$ cat config.mk
export PLATFORM = sky130hd
export DESIGN_NAME = dpw_slave
export DESIGN_NICKNAME = d
export VERILOG_FILES = /design/src/rtl/dpw_pkg.sv /design/src/rtl/dpw_line_sense.sv /design/src/rtl/dpw_wiper.sv /design/src/rtl/dpw_slave.sv
export VERILOG_INCLUDE_DIRS = /design/src /design/src/rtl
export SDC_FILE = /design/constraint.sdc
export NUM_CORES = 1
export LEC_CHECK = 0
export ABC_AREA = 1
export BUFFER_PORTS_ARGS = -buffer_cell sky130_fd_sc_hd__buf_2
export CORE_ASPECT_RATIO = 0.5
export CORE_MARGIN = 4
export CORE_UTILIZATION = 55
export DETAILED_ROUTE_END_ITERATION = 6
export PLACE_DENSITY = 0.72
export SKIP_CTS_REPAIR_TIMING = 1
export SLEW_MARGIN = 20
export SYNTH_ARGS = -nofsm -noshare
export SYNTH_HDL_FRONTEND = slang
export SYNTH_SLANG_ARGS = --single-unit
$ cat constraint.sdc
create_clock -name clk -period 5 [get_ports clk]
set_input_delay 0.75 -clock clk [delete_from_list [all_inputs] [get_ports clk]]
set_output_delay 0.75 -clock clk [all_outputs]
set_load 0.02 [all_outputs]
$ cat src/rtl/dpw_cfg.svh
`ifndef DPW_CFG_SVH
`define DPW_CFG_SVH

// command codes
`define DPW_CMD_WIPER_A     8'h11
`define DPW_CMD_WIPER_B     8'h12
`define DPW_CMD_WIPER_BOTH  8'h13
// slave address upper four bits
`define DPW_ADDR_PREFIX     4'h5
// reset position of both wipers, midscale
`define DPW_WIPER_RESET     8'h80
// last bit index of a byte and bit counter reset
`define DPW_BIT_LAST        3'h7
`define DPW_BIT_RESET       3'h0

`endif

$ cat src/rtl/dpw_pkg.sv
package dpw_pkg;

  typedef enum logic [2:0] {
    DPW_IDLE,
    DPW_ADDR,
    DPW_ACK,
    DPW_CMD,
    DPW_DATA,
    DPW_SKIP
  } dpw_state_type;

  // one byte phase tracker: which byte of the frame comes next
  typedef enum logic [1:0] {
    DPW_BYTE_ADDR,
    DPW_BYTE_CMD,
    DPW_BYTE_DATA,
    DPW_BYTE_DONE
  } dpw_byte_type;

  // sampled bus lines with their edges
  typedef struct packed {
    logic scl;
    logic sda;
    logic scl_rise;
    logic scl_fall;
    logic start;
    logic stop;
  } dpw_line_type;

  // wiper write request
  typedef struct packed {
    logic       load_a;
    logic       load_b;
    logic [7:0] value;
  } dpw_load_type;

endpackage

$ cat src/rtl/dpw_line_sense.sv
`timescale 1ns/1ps
`default_nettype none
`include "dpw_cfg.svh"

module dpw_line_sense (
  // clock and reset
  input  wire logic              clk,
  input  wire logic              rst,
  input  wire logic              ce,
  // raw bus levels
  input  wire logic              scl_in,
  input  wire logic              sda_in,
  // decoded lines
  output dpw_pkg::dpw_line_type  line
);

  typedef struct packed {
    logic scl;
    logic sda;
  } dpw_ls_state_type;

  dpw_ls_state_type st_r;
  dpw_ls_state_type st_nxt;

  // remember previous levels
  always_comb begin
    st_nxt     = st_r;
    st_nxt.scl = scl_in;
    st_nxt.sda = sda_in;
  end

  always_ff @(posedge clk or posedge rst) begin
    if (rst) begin
      st_r <= '{scl: 1'b1, sda: 1'b1};
    end else if (ce) begin
      st_r <= st_nxt;
    end
  end

  // edges and start/stop conditions
  always_comb begin
    line.scl      = scl_in;
    line.sda      = sda_in;
    line.scl_rise = scl_in & ~st_r.scl;
    line.scl_fall = ~scl_in & st_r.scl;
    line.start    = scl_in & st_r.scl & st_r.sda & ~sda_in;
    line.stop     = scl_in & st_r.scl & ~st_r.sda & sda_in;
  end

endmodule
`default_nettype wire

$ cat src/rtl/dpw_wiper.sv
`timescale 1ns/1ps
`default_nettype none
`include "dpw_cfg.svh"

module dpw_wiper (
  // clock and reset
  input  wire logic        clk,
  input  wire logic        rst,
  input  wire logic        ce,
  // load strobe
  input  wire logic        load,
  input  wire logic [7:0]  value,
  // tap index
  output logic [7:0]       tap
);

  typedef struct packed {
    logic [7:0] tap;
  } dpw_wp_state_type;

  dpw_wp_state_type st_r;
  dpw_wp_state_type st_nxt;

  // volatile position, tap follows a write at once
  always_comb begin
    st_nxt = st_r;
    if (load) begin
      st_nxt.tap = value;
    end
  end

  always_ff @(posedge clk or posedge rst) begin
    if (rst) begin
      st_r.tap <= `DPW_WIPER_RESET;
    end else if (ce) begin
      st_r <= st_nxt;
    end
  end

  assign tap = st_r.tap;

endmodule
`default_nettype wire

$ cat src/rtl/dpw_slave.sv
`timescale 1ns/1ps
`default_nettype none
`include "dpw_cfg.svh"

//////////////////////////////////////////////////////////////////////////////
// How it works
// - command 0x11 then data byte loads wiper A
// - command 0x12 then data byte loads wiper B
// - command 0x13 then data byte loads both wipers together
// - position is the single 8-bit data byte after the command
// - each wiper has 256 taps, one per data byte value
// - device never drives data; reads get no acknowledge
// - writes go to volatile storage, wiper follows at once
// - data value is the tap index; 0xFF is highest tap
// - both wipers start at midscale
// - one of eight addresses chosen by select pins
// - address is 0101 then the three select pin levels
module dpw_slave (
  // clock and reset
  input  wire logic        clk,
  input  wire logic        rst,
  input  wire logic        ce,
  // two-wire bus
  input  wire logic        scl_in,
  input  wire logic        sda_in,
  output logic             sda_out,
  output logic             sda_oe_n,
  // address select pins
  input  wire logic        addr_select_msb,
  input  wire logic        addr_select_mid,
  input  wire logic        addr_select_lsb,
  // wiper tap indices
  output logic [7:0]       wiper_out_first,
  output logic [7:0]       wiper_out_second
);

  dpw_pkg::dpw_line_type line;
  dpw_pkg::dpw_load_type load;
  logic [7:0]            tap_a;
  logic [7:0]            tap_b;
  logic [6:0]            own_addr;

  typedef struct packed {
    dpw_pkg::dpw_state_type state;
    dpw_pkg::dpw_byte_type  next_byte;
    logic [2:0]             bit_cnt;
    logic                   bit_open;
    logic [7:0]             shift;
    logic [7:0]             command;
    logic                   ack_drive;
    dpw_pkg::dpw_load_type  load;
    logic                   sda_oe_n;
    logic [7:0]             out_a;
    logic [7:0]             out_b;
  } dpw_state_struct_type;

  dpw_state_struct_type st_r;
  dpw_state_struct_type st_nxt;

  //////////////////////////////////////////////////////////////////////////////
  // line sensing
  dpw_line_sense u_sense (
    .clk    (clk),
    .rst    (rst),
    .ce     (ce),
    .scl_in (scl_in),
    .sda_in (sda_in),
    .line   (line)
  );

  // own address from prefix and select pins
  assign own_addr = {`DPW_ADDR_PREFIX, addr_select_msb, addr_select_mid, addr_select_lsb};

  //////////////////////////////////////////////////////////////////////////////
  // receive sequencer
  always_comb begin
    st_nxt      = st_r;
    st_nxt.load = '0;
    if (line.stop) begin
      st_nxt.state     = dpw_pkg::DPW_IDLE;
      st_nxt.ack_drive = 1'b0;
    end else if (line.start) begin
      st_nxt.state     = dpw_pkg::DPW_ADDR;
      st_nxt.next_byte = dpw_pkg::DPW_BYTE_ADDR;
      st_nxt.bit_cnt   = `DPW_BIT_RESET;
      st_nxt.bit_open  = 1'b0;
      st_nxt.ack_drive = 1'b0;
    end else begin
      case (st_r.state)
        dpw_pkg::DPW_IDLE: begin
          st_nxt.ack_drive = 1'b0;
        end
        dpw_pkg::DPW_ADDR, dpw_pkg::DPW_CMD, dpw_pkg::DPW_DATA: begin
          // shift in msb first on rising clock
          if (line.scl_rise) begin
            st_nxt.shift    = {st_r.shift[6:0], line.sda};
            st_nxt.bit_open = 1'b1;
          end
          // byte ends on the falling edge after the eighth bit;
          // a fall only closes a bit whose rise was seen, so the
          // fall that follows a start condition is not counted
          if (line.scl_fall && st_r.bit_open) begin
            st_nxt.bit_open = 1'b0;
            if (st_r.bit_cnt == `DPW_BIT_LAST) begin
              st_nxt.bit_cnt = `DPW_BIT_RESET;
              st_nxt.state   = dpw_pkg::DPW_ACK;
              case (st_r.state)
                dpw_pkg::DPW_ADDR: begin
                  // only writes to our address are acknowledged
                  if (st_r.shift[7:1] == own_addr && !st_r.shift[0]) begin
                    st_nxt.ack_drive = 1'b1;
                    st_nxt.next_byte = dpw_pkg::DPW_BYTE_CMD;
                  end else begin
                    st_nxt.state = dpw_pkg::DPW_IDLE;
                  end
                end
                dpw_pkg::DPW_CMD: begin
                  st_nxt.command   = st_r.shift;
                  st_nxt.ack_drive = 1'b1;
                  st_nxt.next_byte = dpw_pkg::DPW_BYTE_DATA;
                end
                default: begin
                  // data byte completes the write
                  st_nxt.ack_drive = 1'b1;
                  st_nxt.next_byte = dpw_pkg::DPW_BYTE_DONE;
                  case (st_r.command)
                    `DPW_CMD_WIPER_A: begin
                      st_nxt.load.load_a = 1'b1;
                    end
                    `DPW_CMD_WIPER_B: begin
                      st_nxt.load.load_b = 1'b1;
                    end
                    `DPW_CMD_WIPER_BOTH: begin
                      st_nxt.load.load_a = 1'b1;
                      st_nxt.load.load_b = 1'b1;
                    end
                    default: begin
                      st_nxt.load = '0;
                    end
                  endcase
                  st_nxt.load.value = st_r.shift;
                end
              endcase
            end else begin
              st_nxt.bit_cnt = st_r.bit_cnt + 3'h1;
            end
          end
        end
        dpw_pkg::DPW_ACK: begin
          // release after acknowledge clock pulse
          if (line.scl_fall) begin
            st_nxt.ack_drive = 1'b0;
            case (st_r.next_byte)
              dpw_pkg::DPW_BYTE_CMD: st_nxt.state = dpw_pkg::DPW_CMD;
              dpw_pkg::DPW_BYTE_DATA: st_nxt.state = dpw_pkg::DPW_DATA;
              default: st_nxt.state = dpw_pkg::DPW_SKIP;
            endcase
          end
        end
        dpw_pkg::DPW_SKIP: begin
          st_nxt.ack_drive = 1'b0;
        end
        default: begin
          st_nxt.state = dpw_pkg::DPW_IDLE;
        end
      endcase
    end
    // open-drain: drive low only while acknowledging
    st_nxt.sda_oe_n = ~st_nxt.ack_drive;
    st_nxt.out_a    = tap_a;
    st_nxt.out_b    = tap_b;
  end

  always_ff @(posedge clk or posedge rst) begin
    if (rst) begin
      st_r <= '{state: dpw_pkg::DPW_IDLE, next_byte: dpw_pkg::DPW_BYTE_ADDR,
                bit_cnt: `DPW_BIT_RESET, bit_open: 1'b0, shift: 8'h00, command: 8'h00,
                ack_drive: 1'b0, load: '0, sda_oe_n: 1'b1,
                out_a: `DPW_WIPER_RESET, out_b: `DPW_WIPER_RESET};
    end else if (ce) begin
      st_r <= st_nxt;
    end
  end

  assign load = st_r.load;

  //////////////////////////////////////////////////////////////////////////////
  // wiper storage
  dpw_wiper u_wiper_a (
    .clk   (clk),
    .rst   (rst),
    .ce    (ce),
    .load  (load.load_a),
    .value (load.value),
    .tap   (tap_a)
  );

  dpw_wiper u_wiper_b (
    .clk   (clk),
    .rst   (rst),
    .ce    (ce),
    .load  (load.load_b),
    .value (load.value),
    .tap   (tap_b)
  );

  // outputs from flip-flops; 256 taps by full 8-bit index
  assign wiper_out_first  = st_r.out_a;
  assign wiper_out_second = st_r.out_b;
  assign sda_out          = 1'b0;
  assign sda_oe_n         = st_r.sda_oe_n;

  //////////////////////////////////////////////////////////////////////////////
  // checks

  // wiper A output follows its load two cycles on
  load_a_out_a: assert property (@(posedge clk) disable iff (rst)
    (ce && load.load_a) ##1 ce [*1] ##1 1'b1 |-> wiper_out_first == $past(load.value, 2))
    else $error("wiper A did not follow write");

  // wiper B output follows its load two cycles on
  load_b_out_a: assert property (@(posedge clk) disable iff (rst)
    (ce && load.load_b) ##1 ce ##1 1'b1 |-> wiper_out_second == $past(load.value, 2))
    else $error("wiper B did not follow write");

  // a double load only comes from the both command
  both_same_a: assert property (@(posedge clk) disable iff (rst)
    (load.load_a && load.load_b) |-> st_r.command == `DPW_CMD_WIPER_BOTH)
    else $error("both load without both command");

  // no load without a known wiper command
  bad_cmd_a: assert property (@(posedge clk) disable iff (rst)
    (load.load_a || load.load_b) |-> (st_r.command inside {`DPW_CMD_WIPER_A, `DPW_CMD_WIPER_B,
                                                          `DPW_CMD_WIPER_BOTH}))
    else $error("wiper loaded by unknown command");

  // open-drain output only ever pulls low
  no_drive_high_a: assert property (@(posedge clk) disable iff (rst)
    !sda_oe_n |-> sda_out == 1'b0)
    else $error("data line driven high");

  // data line pulled only in the acknowledge slot
  ack_only_a: assert property (@(posedge clk) disable iff (rst)
    !sda_oe_n |-> st_r.state == dpw_pkg::DPW_ACK)
    else $error("data line driven outside acknowledge");

  // foreign address drops the frame
  addr_ack_a: assert property (@(posedge clk) disable iff (rst)
    (ce && st_r.state == dpw_pkg::DPW_ADDR && line.scl_fall && st_r.bit_open && st_r.bit_cnt == `DPW_BIT_LAST
     && !line.start && !line.stop && st_r.shift[7:1] != own_addr) |=> st_r.state == dpw_pkg::DPW_IDLE)
    else $error("foreign address acknowledged");

  // wipers at midscale on leaving reset
  mid_reset_a: assert property (@(posedge clk)
    $fell(rst) |-> wiper_out_first == `DPW_WIPER_RESET && wiper_out_second == `DPW_WIPER_RESET)
    else $error("wipers not at midscale after reset");

  // wiper A output moves only after a load of wiper A
  wiper_a_hold_a: assert property (@(posedge clk) disable iff (rst)
    ($changed(wiper_out_first) && $past(ce) && $past(ce, 2)) |-> $past(load.load_a, 2))
    else $error("wiper A moved without a write");

  // wiper B output moves only after a load of wiper B
  wiper_b_hold_a: assert property (@(posedge clk) disable iff (rst)
    ($changed(wiper_out_second) && $past(ce) && $past(ce, 2)) |-> $past(load.load_b, 2))
    else $error("wiper B moved without a write");

  // a both load leaves the two wipers equal
  both_equal_a: assert property (@(posedge clk) disable iff (rst)
    (ce && load.load_a && load.load_b) ##1 ce ##1 1'b1 |-> wiper_out_first == wiper_out_second)
    else $error("both write left wipers different");

  // tap index is the data byte itself, every value kept
  tap_index_a: assert property (@(posedge clk) disable iff (rst)
    (ce && load.load_b) |=> tap_b == $past(load.value))
    else $error("tap index differs from data byte");

  // unknown command at data byte end loads nothing
  unknown_cmd_a: assert property (@(posedge clk) disable iff (rst)
    (ce && st_r.state == dpw_pkg::DPW_DATA && line.scl_fall && st_r.bit_open && st_r.bit_cnt == `DPW_BIT_LAST
     && !line.start && !line.stop && !(st_r.command inside {`DPW_CMD_WIPER_A, `DPW_CMD_WIPER_B,
     `DPW_CMD_WIPER_BOTH})) |=> !load.load_a && !load.load_b)
    else $error("unknown command loaded a wiper");

  // the fall right after a start is not a data bit
  start_fall_a: assert property (@(posedge clk) disable iff (rst)
    (ce && st_r.state == dpw_pkg::DPW_ADDR && line.scl_fall && !st_r.bit_open && !line.start && !line.stop)
    |=> st_r.bit_cnt == $past(st_r.bit_cnt) && st_r.state == dpw_pkg::DPW_ADDR)
    else $error("start fall counted as a bit");

  // command byte is taken and acknowledged at its eighth fall
  cmd_ack_a: assert property (@(posedge clk) disable iff (rst)
    (ce && st_r.state == dpw_pkg::DPW_CMD && line.scl_fall && st_r.bit_open && st_r.bit_cnt == `DPW_BIT_LAST
     && !line.start && !line.stop) |=> !sda_oe_n && st_r.command == $past(st_r.shift))
    else $error("command byte not taken");

endmodule
`default_nettype wire

# Word-level counts from Yosys, hierarchy flattened
# Cells that the tools add are included.
# totals
inputBits	8
out_inout_bits	18
register_bits	71
# classes
bitwise_logic	14
mux	29
add_sub_neg	1
n_reduce_logical	21
eq_ne	17
# op_table
op	count
$mux W10	4
$mux W19	2
$mux W9	3
$eq A8 B5 Y1 const B	3
$mux W22	1
$mux W3	4
$ne A4 B4 Y1 const B	3
$reduce_and A5 Y1	2
$eq A3 B3 Y1 const B	3
$pmux W3 S3	1
$mux W8	1
$reduce_and A4 Y1	2
$reduce_or A2 Y1	4
$and A1 B1 Y1	7
$eq A7 B6 Y1	1
$mux W1	7
$not A1 Y1	7
$reduce_and A7 Y1	1
$eq A3 B2 Y1 const B	2
$pmux W3 S2	1
$reduce_and A6 Y1	1
$reduce_bool A2 Y1	3
$mux W5	1
$mux W2	2
other kinds (14)	16

# Longest topological paths before layout
# Gate-level depths: netlist of run 1.
# logic_depth
depth_word	10
mapped_depth	10
depth_no_buf	10

# Hierarchy
# Synthesis of run 1 repeated with hierarchy kept, for this count alone.
# hier_totals
hier_cells	395
hier_area_um2	3370.7
# modules_own_cells
mod	area_per_inst_um2	cells_each	n_inst
dpw_slave	2536.2	300	1
dpw_wiper	347.8	36	2
dpw_line_sense	138.9	23	1

# Worst setup path before layout of run 1
# Ideal clock, no wire load.
# synth_path
kind	input to register
startpoint	input scl_in
endpoint	register st_r[29] in the netlist's numbering
arrival_ns	1.502
slack_ns	3.380
path_buffers	1
cell_stages	9
t_required_ns	4.882
path_cell_list	inv_1 nand2_1 inv_2 nand2_1 nor2_2 nand3_2 buf_6 nand2_1 o21ai_2
# synth_via
elab_chain_cells	5
elab_cells_between_ends	11
classes_between	bitwise (9); reduce/logical (2)
# synth_lines
item	line	text
start, declared	dpw_slave.sv:24	input wire logic scl_in,
$and A1 B1 Y1	dpw_line_sense.sv:46, dpw_line_sense.sv:47	
$and A1 B1 Y1 (on tied branches) (2 in series)	dpw_line_sense.sv:46, dpw_line_sense.sv:47	
$not A1 Y1 (no source line)	n/a	
$reduce_and A7 Y1 (no source line) *	n/a	
end signal, assigned	dpw_slave.sv:176	st_r <= '{state: dpw_pkg::DPW_IDLE, next_byte: dpw_pkg::DPW_BYTE_ADDR,
end signal, assigned	dpw_slave.sv:181	st_r <= st_nxt;
end, declared	dpw_slave.sv:57	dpw_state_struct_type st_r;
# Every way passes the cells marked *; elsewhere a longest branch is shown, timed or not.
# A chain may end at the register's enable or synchronous reset.

# Worst setup path in the final report of run 1
# layout_path
startpoint	input ce
endpoint	register st_r[35] in the netlist's numbering
# layout_via
elab_chain_cells	1
# layout_lines
item	line	text
start, declared	dpw_slave.sv:22	input wire logic ce,
$reduce_and A7 Y1 (no source line)	n/a	
# Every way passes these cells.

==> metrics.md, run 1 <==
| Metric | Value |
|---|---|
| Primary FF master, synth | dfrtp_1 |
| MaxCap Viol Count | 0 |
| Worst Hold End | wiper_out_second[7] |
| Multi-input logic area | 1130 um2 |
| Tcrit/Tclk final | 49.6% |
| Diode count | 0 |
| Worst EP required | 5.21 ns |
| Crit Path Max Fanout | 41 |
| H-tree Lvls | 3 |
| Starting Density | 57.9% |
| Routability cong. | 0.838 |
| # port buffers | 24 |
| Worst skew pair latency | 0.33 ns |
| I/O pin total | 26 |
| Die area | 7280 um2 |
| Final Power | 1560 uW |
| Initial antenna violation count | 0 |
| Placed inst area | between 3000 and 4000 um2 |
| Hold Crit Class | flop to flop |
| Syn nets | 388 |
| DRC | 0 |
| Drt pass-1 iters | 4 |
| Total grt overflow | 0 |
| Die H | 62.4 um |
| FF-to-FF Start | st_r[45] |
| Max incr delay on CP | 0.55 ns |
| 1st-iter DRT viols | 208 |
| Synth warn | 0 |
| Core area | about 5600 um2 |
| Synth-to-Final Area Change | 10.6% |
| Vias in the first global route | 2356 |
| Number of synthesized flops with an enable pin | 0 |
| Yosys cell types | 33 |
| Clock-pin slew on the worst setup and hold paths | about 0.060 ns |
| Fillers | between 400 and 500 |
| Crit path cell chain | buf_2, inv_1, nor2_2, nand3_2, nand2_1, o21ai_2 |
| Vias per cell | ~5.1 |
| Post-layout min period | 2.48 ns |
| Synth top area share | 49.3% |
| FF-to-FF setup slack | 3.30 ns |
| Vias | 2368 |
| CP bufs+invs | 2 |
| R2R depth | 6 |
| CTS tree | built |
| Power per cell area | between 400 and 500 nW/um2 |
| Register area | approximately 1800 um2 |
| Core Util, Final | 64.1% |
| Hold Slack | 0.461 ns |
| Relative slew margins | between 40% and 50% |
| Clock buffer depth | 2 |
| Cell area after layout | 3590 um2 |
| Fraction of layout cells with a size suffix above 1 | 18.6% |
| CTS Root Buffer Type | clkbuf_16 |
| Clock Sink Count | 71 |
| Asr flop ratio synth | 100% |
| Sequential area share after synthesis | 54.9% |
| TNS Setup | 0 ns |
| Hold Crit Start | u_wiper_b.tap[7] |
| Avg Inst Size Synth | approximately 8.6 um2 |
| Row cnt | 19 |
| WL/cell | 13.2 um |
| Largest net degree at the start of global routing | 72 |
| Commonest cells in the netlist | 135 x nand2_1, 64 x dfrtp_1, 36 x inv_1 |
| Clock buffer count from CTS | 9 |
| Clk_skew | 0.00563 ns |
| Status | completed |
| Slew Viols, Final | 0 |
| WS Path Type | input port to flop |
| Final hold vios | 0 |
| First-pass GRT wire length | 11000 um |
| Fmax | 0.403 GHz |
| Worst path slowest cell | inv_1 |
| Top post-synthesis cells by area | dfrtp_1 49%, nand2_1 16%, dfstp_2 5.7% |
| Area leader, netlist | dfrtp_1 |
| Total GRT Usage | between 10% and 20% |
| Post-DRT Antenna Nets | 0 |
| Most common cell in the synthesized netlist | nand2_1 |
| Worst Tran Pin Value | 0.859 ns |
| Worst R2R End | load[9] |
| Leakage | around 0.0019 uW |
| VDD IR max | 0.000168 V |
| Hold path depth | 2 |
| RSZ-0062 raised after global routing | no |
| Routed WL | 6160 um |
| Width of the die | 117 um |
| CP arrival | 2.69 ns |
| Final setup vio count | 0 |
| Hpwl dp | 4180 um |
| Synth Cell Area | about 3300 um2 |
| Capturing element type of the critical path | flop |
| Total Nets Final | 397 |
| Startpoint types | input port |
| Flops & latches, synth | 71 |
| Mapped Cells | approximately 380 |
| Critical path's top delay family | buffers and inverters |
==> stage by stage <==
step	std cells	setup WS, ns
detailed placement	449	2.19
floorplan	378	2.47
CTS	465	2.53
finish	465	2.52
global placement	449	2.27
global route	465	2.24
==> area by class of cell <==
class                   instances  area share (%)
clock inverters                 6            1.88
inverters                      40            4.21
repair buffers                 25            3.55
multi-input cells             240            31.5
flip-flops and latches         71            49.7
clock buffers                  10            6.65
well taps                      73            2.54
==> power by group <==
group,leakage (uW),switching (uW),total (uW),internal [uW]
clock,0.000145,236,637,401
sequential,0.000947,54.8,683,628
combinational,0.000769,171,240,69.1
total,0.00186,462,1560,1100
==> routing by layer <==
layer / global-route usage, % / up-vias / part of all wire (%)
met4: 7.15 / 0 / 1.6
met2: 28.0 / 39 / 45
met1: 27.1 / 1123 / 49
met3: 6.11 / 10 / 3.8
met5: 0 / - / 0
li1: - / 1196 / -
==> placed cells by master (no fill, tap or decap), types with 4 or more instances in the layout <==
master     instances
o21ai_0           28
inv_2              4
nand2_1          135
nor2_1            13
buf_2             24
clkbuf_16          9
dfrtp_1           64
inv_1             35
o21ai_2            9
nand4_1            5
dfstp_2            7
o22ai_1            8
nand3_1           15
==> cells by family (layout without fill, tap and decap cells) <==
group | count (synthesis) | count (layout) | synth area share, %
AO/OA/AOI/OAI | 55 | 55 | 10.2
flip-flops | 71 | 71 | 54.9
AND/OR/NAND/NOR | 181 | 181 | 23.4
XOR/XNOR | 1 | 1 | 0.269
other | 1 | 1 | 0.115
adder cells (fa/ha/maj) | 2 | 2 | 0.770
buffers and inverters | 67 | 81 | 10.2
==> worst max-delay path by stage <==
stage | from | to | slack, ns | depth (start not counted)
2_1_floorplan | rst | load[0] | 2.47 | 1
3_3_place_gp | ce | st_r[35] | 2.27 | 6
3_5_place_dp | ce | st_r[35] | 2.19 | 6
4_1_cts | ce | st_r[35] | 2.53 | 6
5_1_grt | ce | st_r[29] | 2.24 | 6
6_report | ce | st_r[35] | 2.52 | 6
==> tightest hold or removal path: stages (launching register included) <==
cell	delay [ns]
dfstp_2	0.36
nand2_1	0.05
nand2_1	0.05
==> sequential cells by signal (all words and copies together), names as in the netlist <==
name,count
sda_oe_n,1
u_wiper_b.tap,8
st_r,26
wiper_out_second,8
u_sense.st_r,2
load,10
wiper_out_first,8
u_wiper_a.tap,8
Power figures use the tool's default switching activity.
==> run 2, diff against run 1 <==
Clock period 5 ns to 2.3 ns, I/O delays scaled along.
==> metrics.md, run 2 (synthesized netlist as in run 1, its figures left out) <==
| Metric | Value |
|---|---|
| Synth-to-Final Area Change | 12.1% |
| Worst skew pair latency | 0.33 ns |
| Crit Path Max Fanout | 16 |
| Capturing element type of the critical path | flop |
| Largest Register | st_r |
| Clock Sink Count | 71 |
| CP arrival | roughly 1.9 ns |
| VDD IR max | 0.000389 V |
| Clock-pin slew on the worst setup and hold paths | ~0.060 ns |
| Vias per cell | 5.08 |
| # port buffers | 24 |
| Hold Crit Class | input port to asynchronous set/reset pin |
| Clock buffer count from CTS | 9 |
| Fin worst setup slack | roughly 0.65 ns |
| First-pass GRT wire length | 11000 um |
| Placed inst area | 3320 um2 |
| Clk_skew | between 0.003 and 0.004 ns |
| Cell area after layout | 3640 um2 |
| Relative slew margins | between 60% and 70% |
| Drt pass-1 iters | 4 |
| Post-Place Worst Slack | a little over 0.6 ns |
| Width of the die | 117 um |
| Register area | 1790 um2 |
| Slew Viols, Final | 0 |
| Startpoint types | flop |
| Vias in the first global route | roughly 2300 |
| Starting Density | 57.9% |
| Multi-input logic area | around 1100 um2 |
| CTS Root Buffer Type | clkbuf_16 |
| Power per cell area | 958 nW/um2 |
| TNS Setup | 0 ns |
| Die area | 7280 um2 |
| Cells after DPL | 452 |
| Fmax | 0.607 GHz |
| Tcrit/Tclk final | between 70% and 80% |
| RSZ-0062 raised after global routing | no |
| Worst EP required | 2.51 ns |
| WS Path Type | flop to flop |
| Hpwl dp | 4400 um |
| WL/cell | approximately 13 um |
| Worst Tran Pin Value | 0.546 ns |
| Clock buffer depth | 2 |
| Vias | approximately 2400 |
| Final Power | 3490 uW |
| Non-filler instance count after layout | 468 |
| Routed WL | slightly above 6000 um |
| H-tree Lvls | 3 |
| Largest net degree at the start of global routing | 27 |
| Die H | 62.4 um |
| Total GRT Usage | 19.4% |
| Max reg flops | 26 |
| Fillers | 457 |
| Final hold vios | 0 |
| Initial antenna violation count | 0 |
| DRC | 0 |
| Final setup vio count | 0 |
| Most frequent cells in the layout | 135 x nand2_1, 64 x dfrtp_1, 35 x inv_1 |
| Diode count | 0 |
| Total grt overflow | 0 |
| Fraction of layout cells with a size suffix above 1 | 19.2% |
| Total Nets Final | 400 |
| I/O pin total | 26 |
| MaxCap Viol Count | 0 |
| Post-DRT Antenna Nets | 0 |
| Commonest non-fill, non-tap cell in the layout | nand2_1 |
| Post-layout min period | 1.65 ns |
| 1st-iter DRT viols | 153 |
| Row cnt | 19 |
| CTS tree | built |
| Routability cong. | about 0.9 |
| Status | completed |
| Core area | 5610 um2 |
| Leakage | 0.00189 uW |
## run 2: routing by layer
| metal | part of all wire [%] | track usage, % |
|---|---|---|
| met5 | 0 | 0 |
| met1 | 48 | 25.8 |
| met2 | 45 | 29.6 |
| met4 | 1.9 | 6.87 |
| met3 | 4.9 | 6.60 |
## run 2: path summary, 6_finish.rpt
check	from	end	slack, ns	depth (start not counted)
setup / recovery	u_sense.st_r[1]	st_r[29]	0.65	7
min in group clk	sda_in	u_sense.st_r[0]	0.27	3
max in group asynchronous	rst	wiper_out_second[1]	1.57	3
hold / removal	rst	load[2]	0.06	2
setup reg to reg	u_sense.st_r[1]	st_r[29]	0.65	7
hold reg to reg	wiper_out_second[1]	wiper_out_second[1]	0.46	2
## run 2: through the flow
| step | hold slack, ns | utilization (%) |
|---|---|---|
| floorplan | 0.442 | - |
| global placement | 0.411 | 59.2 |
| detailed placement | 0.425 | 59.2 |
| CTS | 0.0738 | 64.9 |
| global route | 0.107 | 64.9 |
| finish | 0.0564 | 64.9 |
## run 2: report_power, final
| part | leakage [uW] | switching, uW | total, uW | internal [uW] |
|---|---|---|---|---|
| clock network | 0.000156 | 525 | 1480 | 952 |
| registers | 0.000947 | 127 | 1490 | 1370 |
| logic | 0.000788 | 364 | 520 | 157 |
## run 2: final cells by class
class,instances,share of cell area [%]
multi-input combinational,240,31.1
tap,73,2.51
clock inverter,7,2.61
timing repair buffer,28,4.46
inverter,40,4.16
sequential,71,49.0
clock buffer,9,6.18
## run 2: critical path, stage by stage, from the launching register on
cell	delay, ns
dfstp_2	0.58
nand2_1	0.10
inv_2	0.08
nand2_1	0.06
nor2_2	0.14
nand3_2	0.33
nand2_1	0.19
o21ai_2	0.06
==> run 3, diff against run 2 <==
Clock period 2.3 ns to 1.6 ns, I/O delays scaled along.
==> metrics.md, run 3 (synthesized netlist as in run 1, its figures left out) <==
| Metric | Value |
|---|---|
| Status | completed |
| Vias per cell | 5.20 |
| Vias | 2458 |
| Hold Slack | 0.209 ns |
| Routed WL | 6380 um |
| Clock buffer count from CTS | 9 |
| TNS Setup | 0 ns |
| Power per cell area | ~1300 nW/um2 |
| Clk_skew | ~0.007 ns |
| Fraction of layout cells with a size suffix above 1 | 21.8% |
| Cells after DPL | 456 |
| Die H | 62.4 um |
| CP arrival | 1.68 ns |
| Largest net degree at the start of global routing | 28 |
| Core area | 5610 um2 |
| H-tree Lvls | 3 |
| WS Path Type | flop to flop |
| Non-filler instance count after layout | 473 |
| Multi-input logic area | 1190 um2 |
| MaxCap Viol Count | 0 |
| Total Nets Final | 406 |
| Synth-to-Final Area Change | 15.6% |
| Routability cong. | roughly 0.82 |
| Core Util, Final | 67.0% |
| Clock-pin slew on the worst setup and hold paths | about 0.060 ns |
| Capturing element type of the critical path | flop |
| Most frequent cells in the layout | 133 x nand2_1, 64 x dfrtp_1, 34 x inv_1 |
| R2R depth | 7 |
| VDD IR max | approximately 0.00056 V |
| Drt pass-1 iters | 5 |
| FF-to-FF Start | u_sense.st_r[1] |
| Commonest non-fill, non-tap cell in the layout | nand2_1 |
| Die area | a little over 7000 um2 |
| Max reg flops | 26 |
| # port buffers | 24 |
| Final setup vio count | 0 |
| Worst EP required | 1.79 ns |
| Startpoint types | flop |
| Hold Crit Start | sda_in |
| Register area | 1790 um2 |
| WL/cell | around 13 um |
| Width of the die | 117 um |
| Worst skew pair latency | 0.33 ns |
| Slew Viols, Final | 0 |
| Diode count | 0 |
| Vias in the first global route | 2404 |
| Tcrit/Tclk final | 93.4% |
| Final hold vios | 0 |
| DRC | 0 |
| Initial antenna violation count | 0 |
| Final Power | 4940 uW |
| Critical Path Start | u_sense.st_r[1] |
| Post-DRT Antenna Nets | 0 |
| Clock Sink Count | 71 |
| CTS Root Buffer Type | clkbuf_16 |
| Hpwl dp | 4410 um |
| Largest Register | st_r |
| Fillers | 441 |
| First-pass GRT wire length | 11200 um |
| Row cnt | 19 |
| CTS tree | built |
| 1st-iter DRT viols | 152 |
| Hold Crit Class | input port to flop |
| Starting Density | between 50% and 60% |
| Total grt overflow | 0 |
| Leakage | approximately 0.0019 uW |
| Post-layout min period | 1.49 ns |
| Fmax | around 0.67 GHz |
| Crit Path Max Fanout | 7 |
| I/O pin total | 26 |
| Total GRT Usage | 19.6% |
| Hold path depth | 3 |
| Clock buffer depth | 2 |
[run 3: cell count changes in the layout (fill, tap and decap cells not counted), moves of 2 or more]
cell and delta:
ha_1 -2, buf_4 +3, nand2_4 +3, inv_6 -2, buf_12 +2, nand2_1 -2, nor2_4 +2, clkinvlp_4 +2
[run 3: per-stage QoR]
stage | setup slack, ns | instance area, um2
final | 0.105 | 3760
after global routing | -0.0161 | 3760
after CTS | 0.0264 | 3680
after detailed placement | 0.0396 | 3380
after global placement | 0.0957 | 3380
after floorplan | 0.193 | 3250
[run 3: worst max-delay path, stage by stage (launching register included)]
cell and delay [ns]:
dfstp_2 0.57, nand2_1 0.08, inv_2 0.09, nand2_2 0.08, nand2_4 0.09, nor2_4 0.04, nand3b_1 0.25, o22ai_1 0.14
[run 3: layer usage]
layer,GRT usage [%],vias to the layer above,part of all wire [%]
met3,7.18,11,4.0
met4,5.72,0,1.2
met1,26.4,1190,48
li1,-,1218,-
met5,0,-,0
met2,29.8,39,47
[run 3: worst paths after layout]
path                                      end  slack [ns]
max                                   load[3]        0.11
min                           u_sense.st_r[0]        0.21
max reg2reg                           load[3]        0.11
min reg2reg                wiper_out_first[7]        0.46
max in group asynchronous     u_sense.st_r[0]        0.66
min in group asynchronous    u_wiper_b.tap[1]        0.39
[run 3: where the power goes]
part / switching [uW] / total, uW / internal [uW] / leakage [uW]
Clock: 729 / 1970 / 1240 / 0.000141
Sequential: 180 / 2140 / 1960 / 0.000947
Combinational: 559 / 834 / 275 / 0.000832
Total: 1470 / 4940 / 3480 / 0.00192
[run 3: final cells by class]
class                           count  share of cell area (%)
Clock buffer                       10                    6.36
Tap cell                           73                    2.43
Sequential cell                    71                    47.5
Clock inverter                      5                    1.57
Inverter                           40                    4.13
Timing Repair Buffer               34                    6.26
Multi-Input combinational cell    240                    31.7
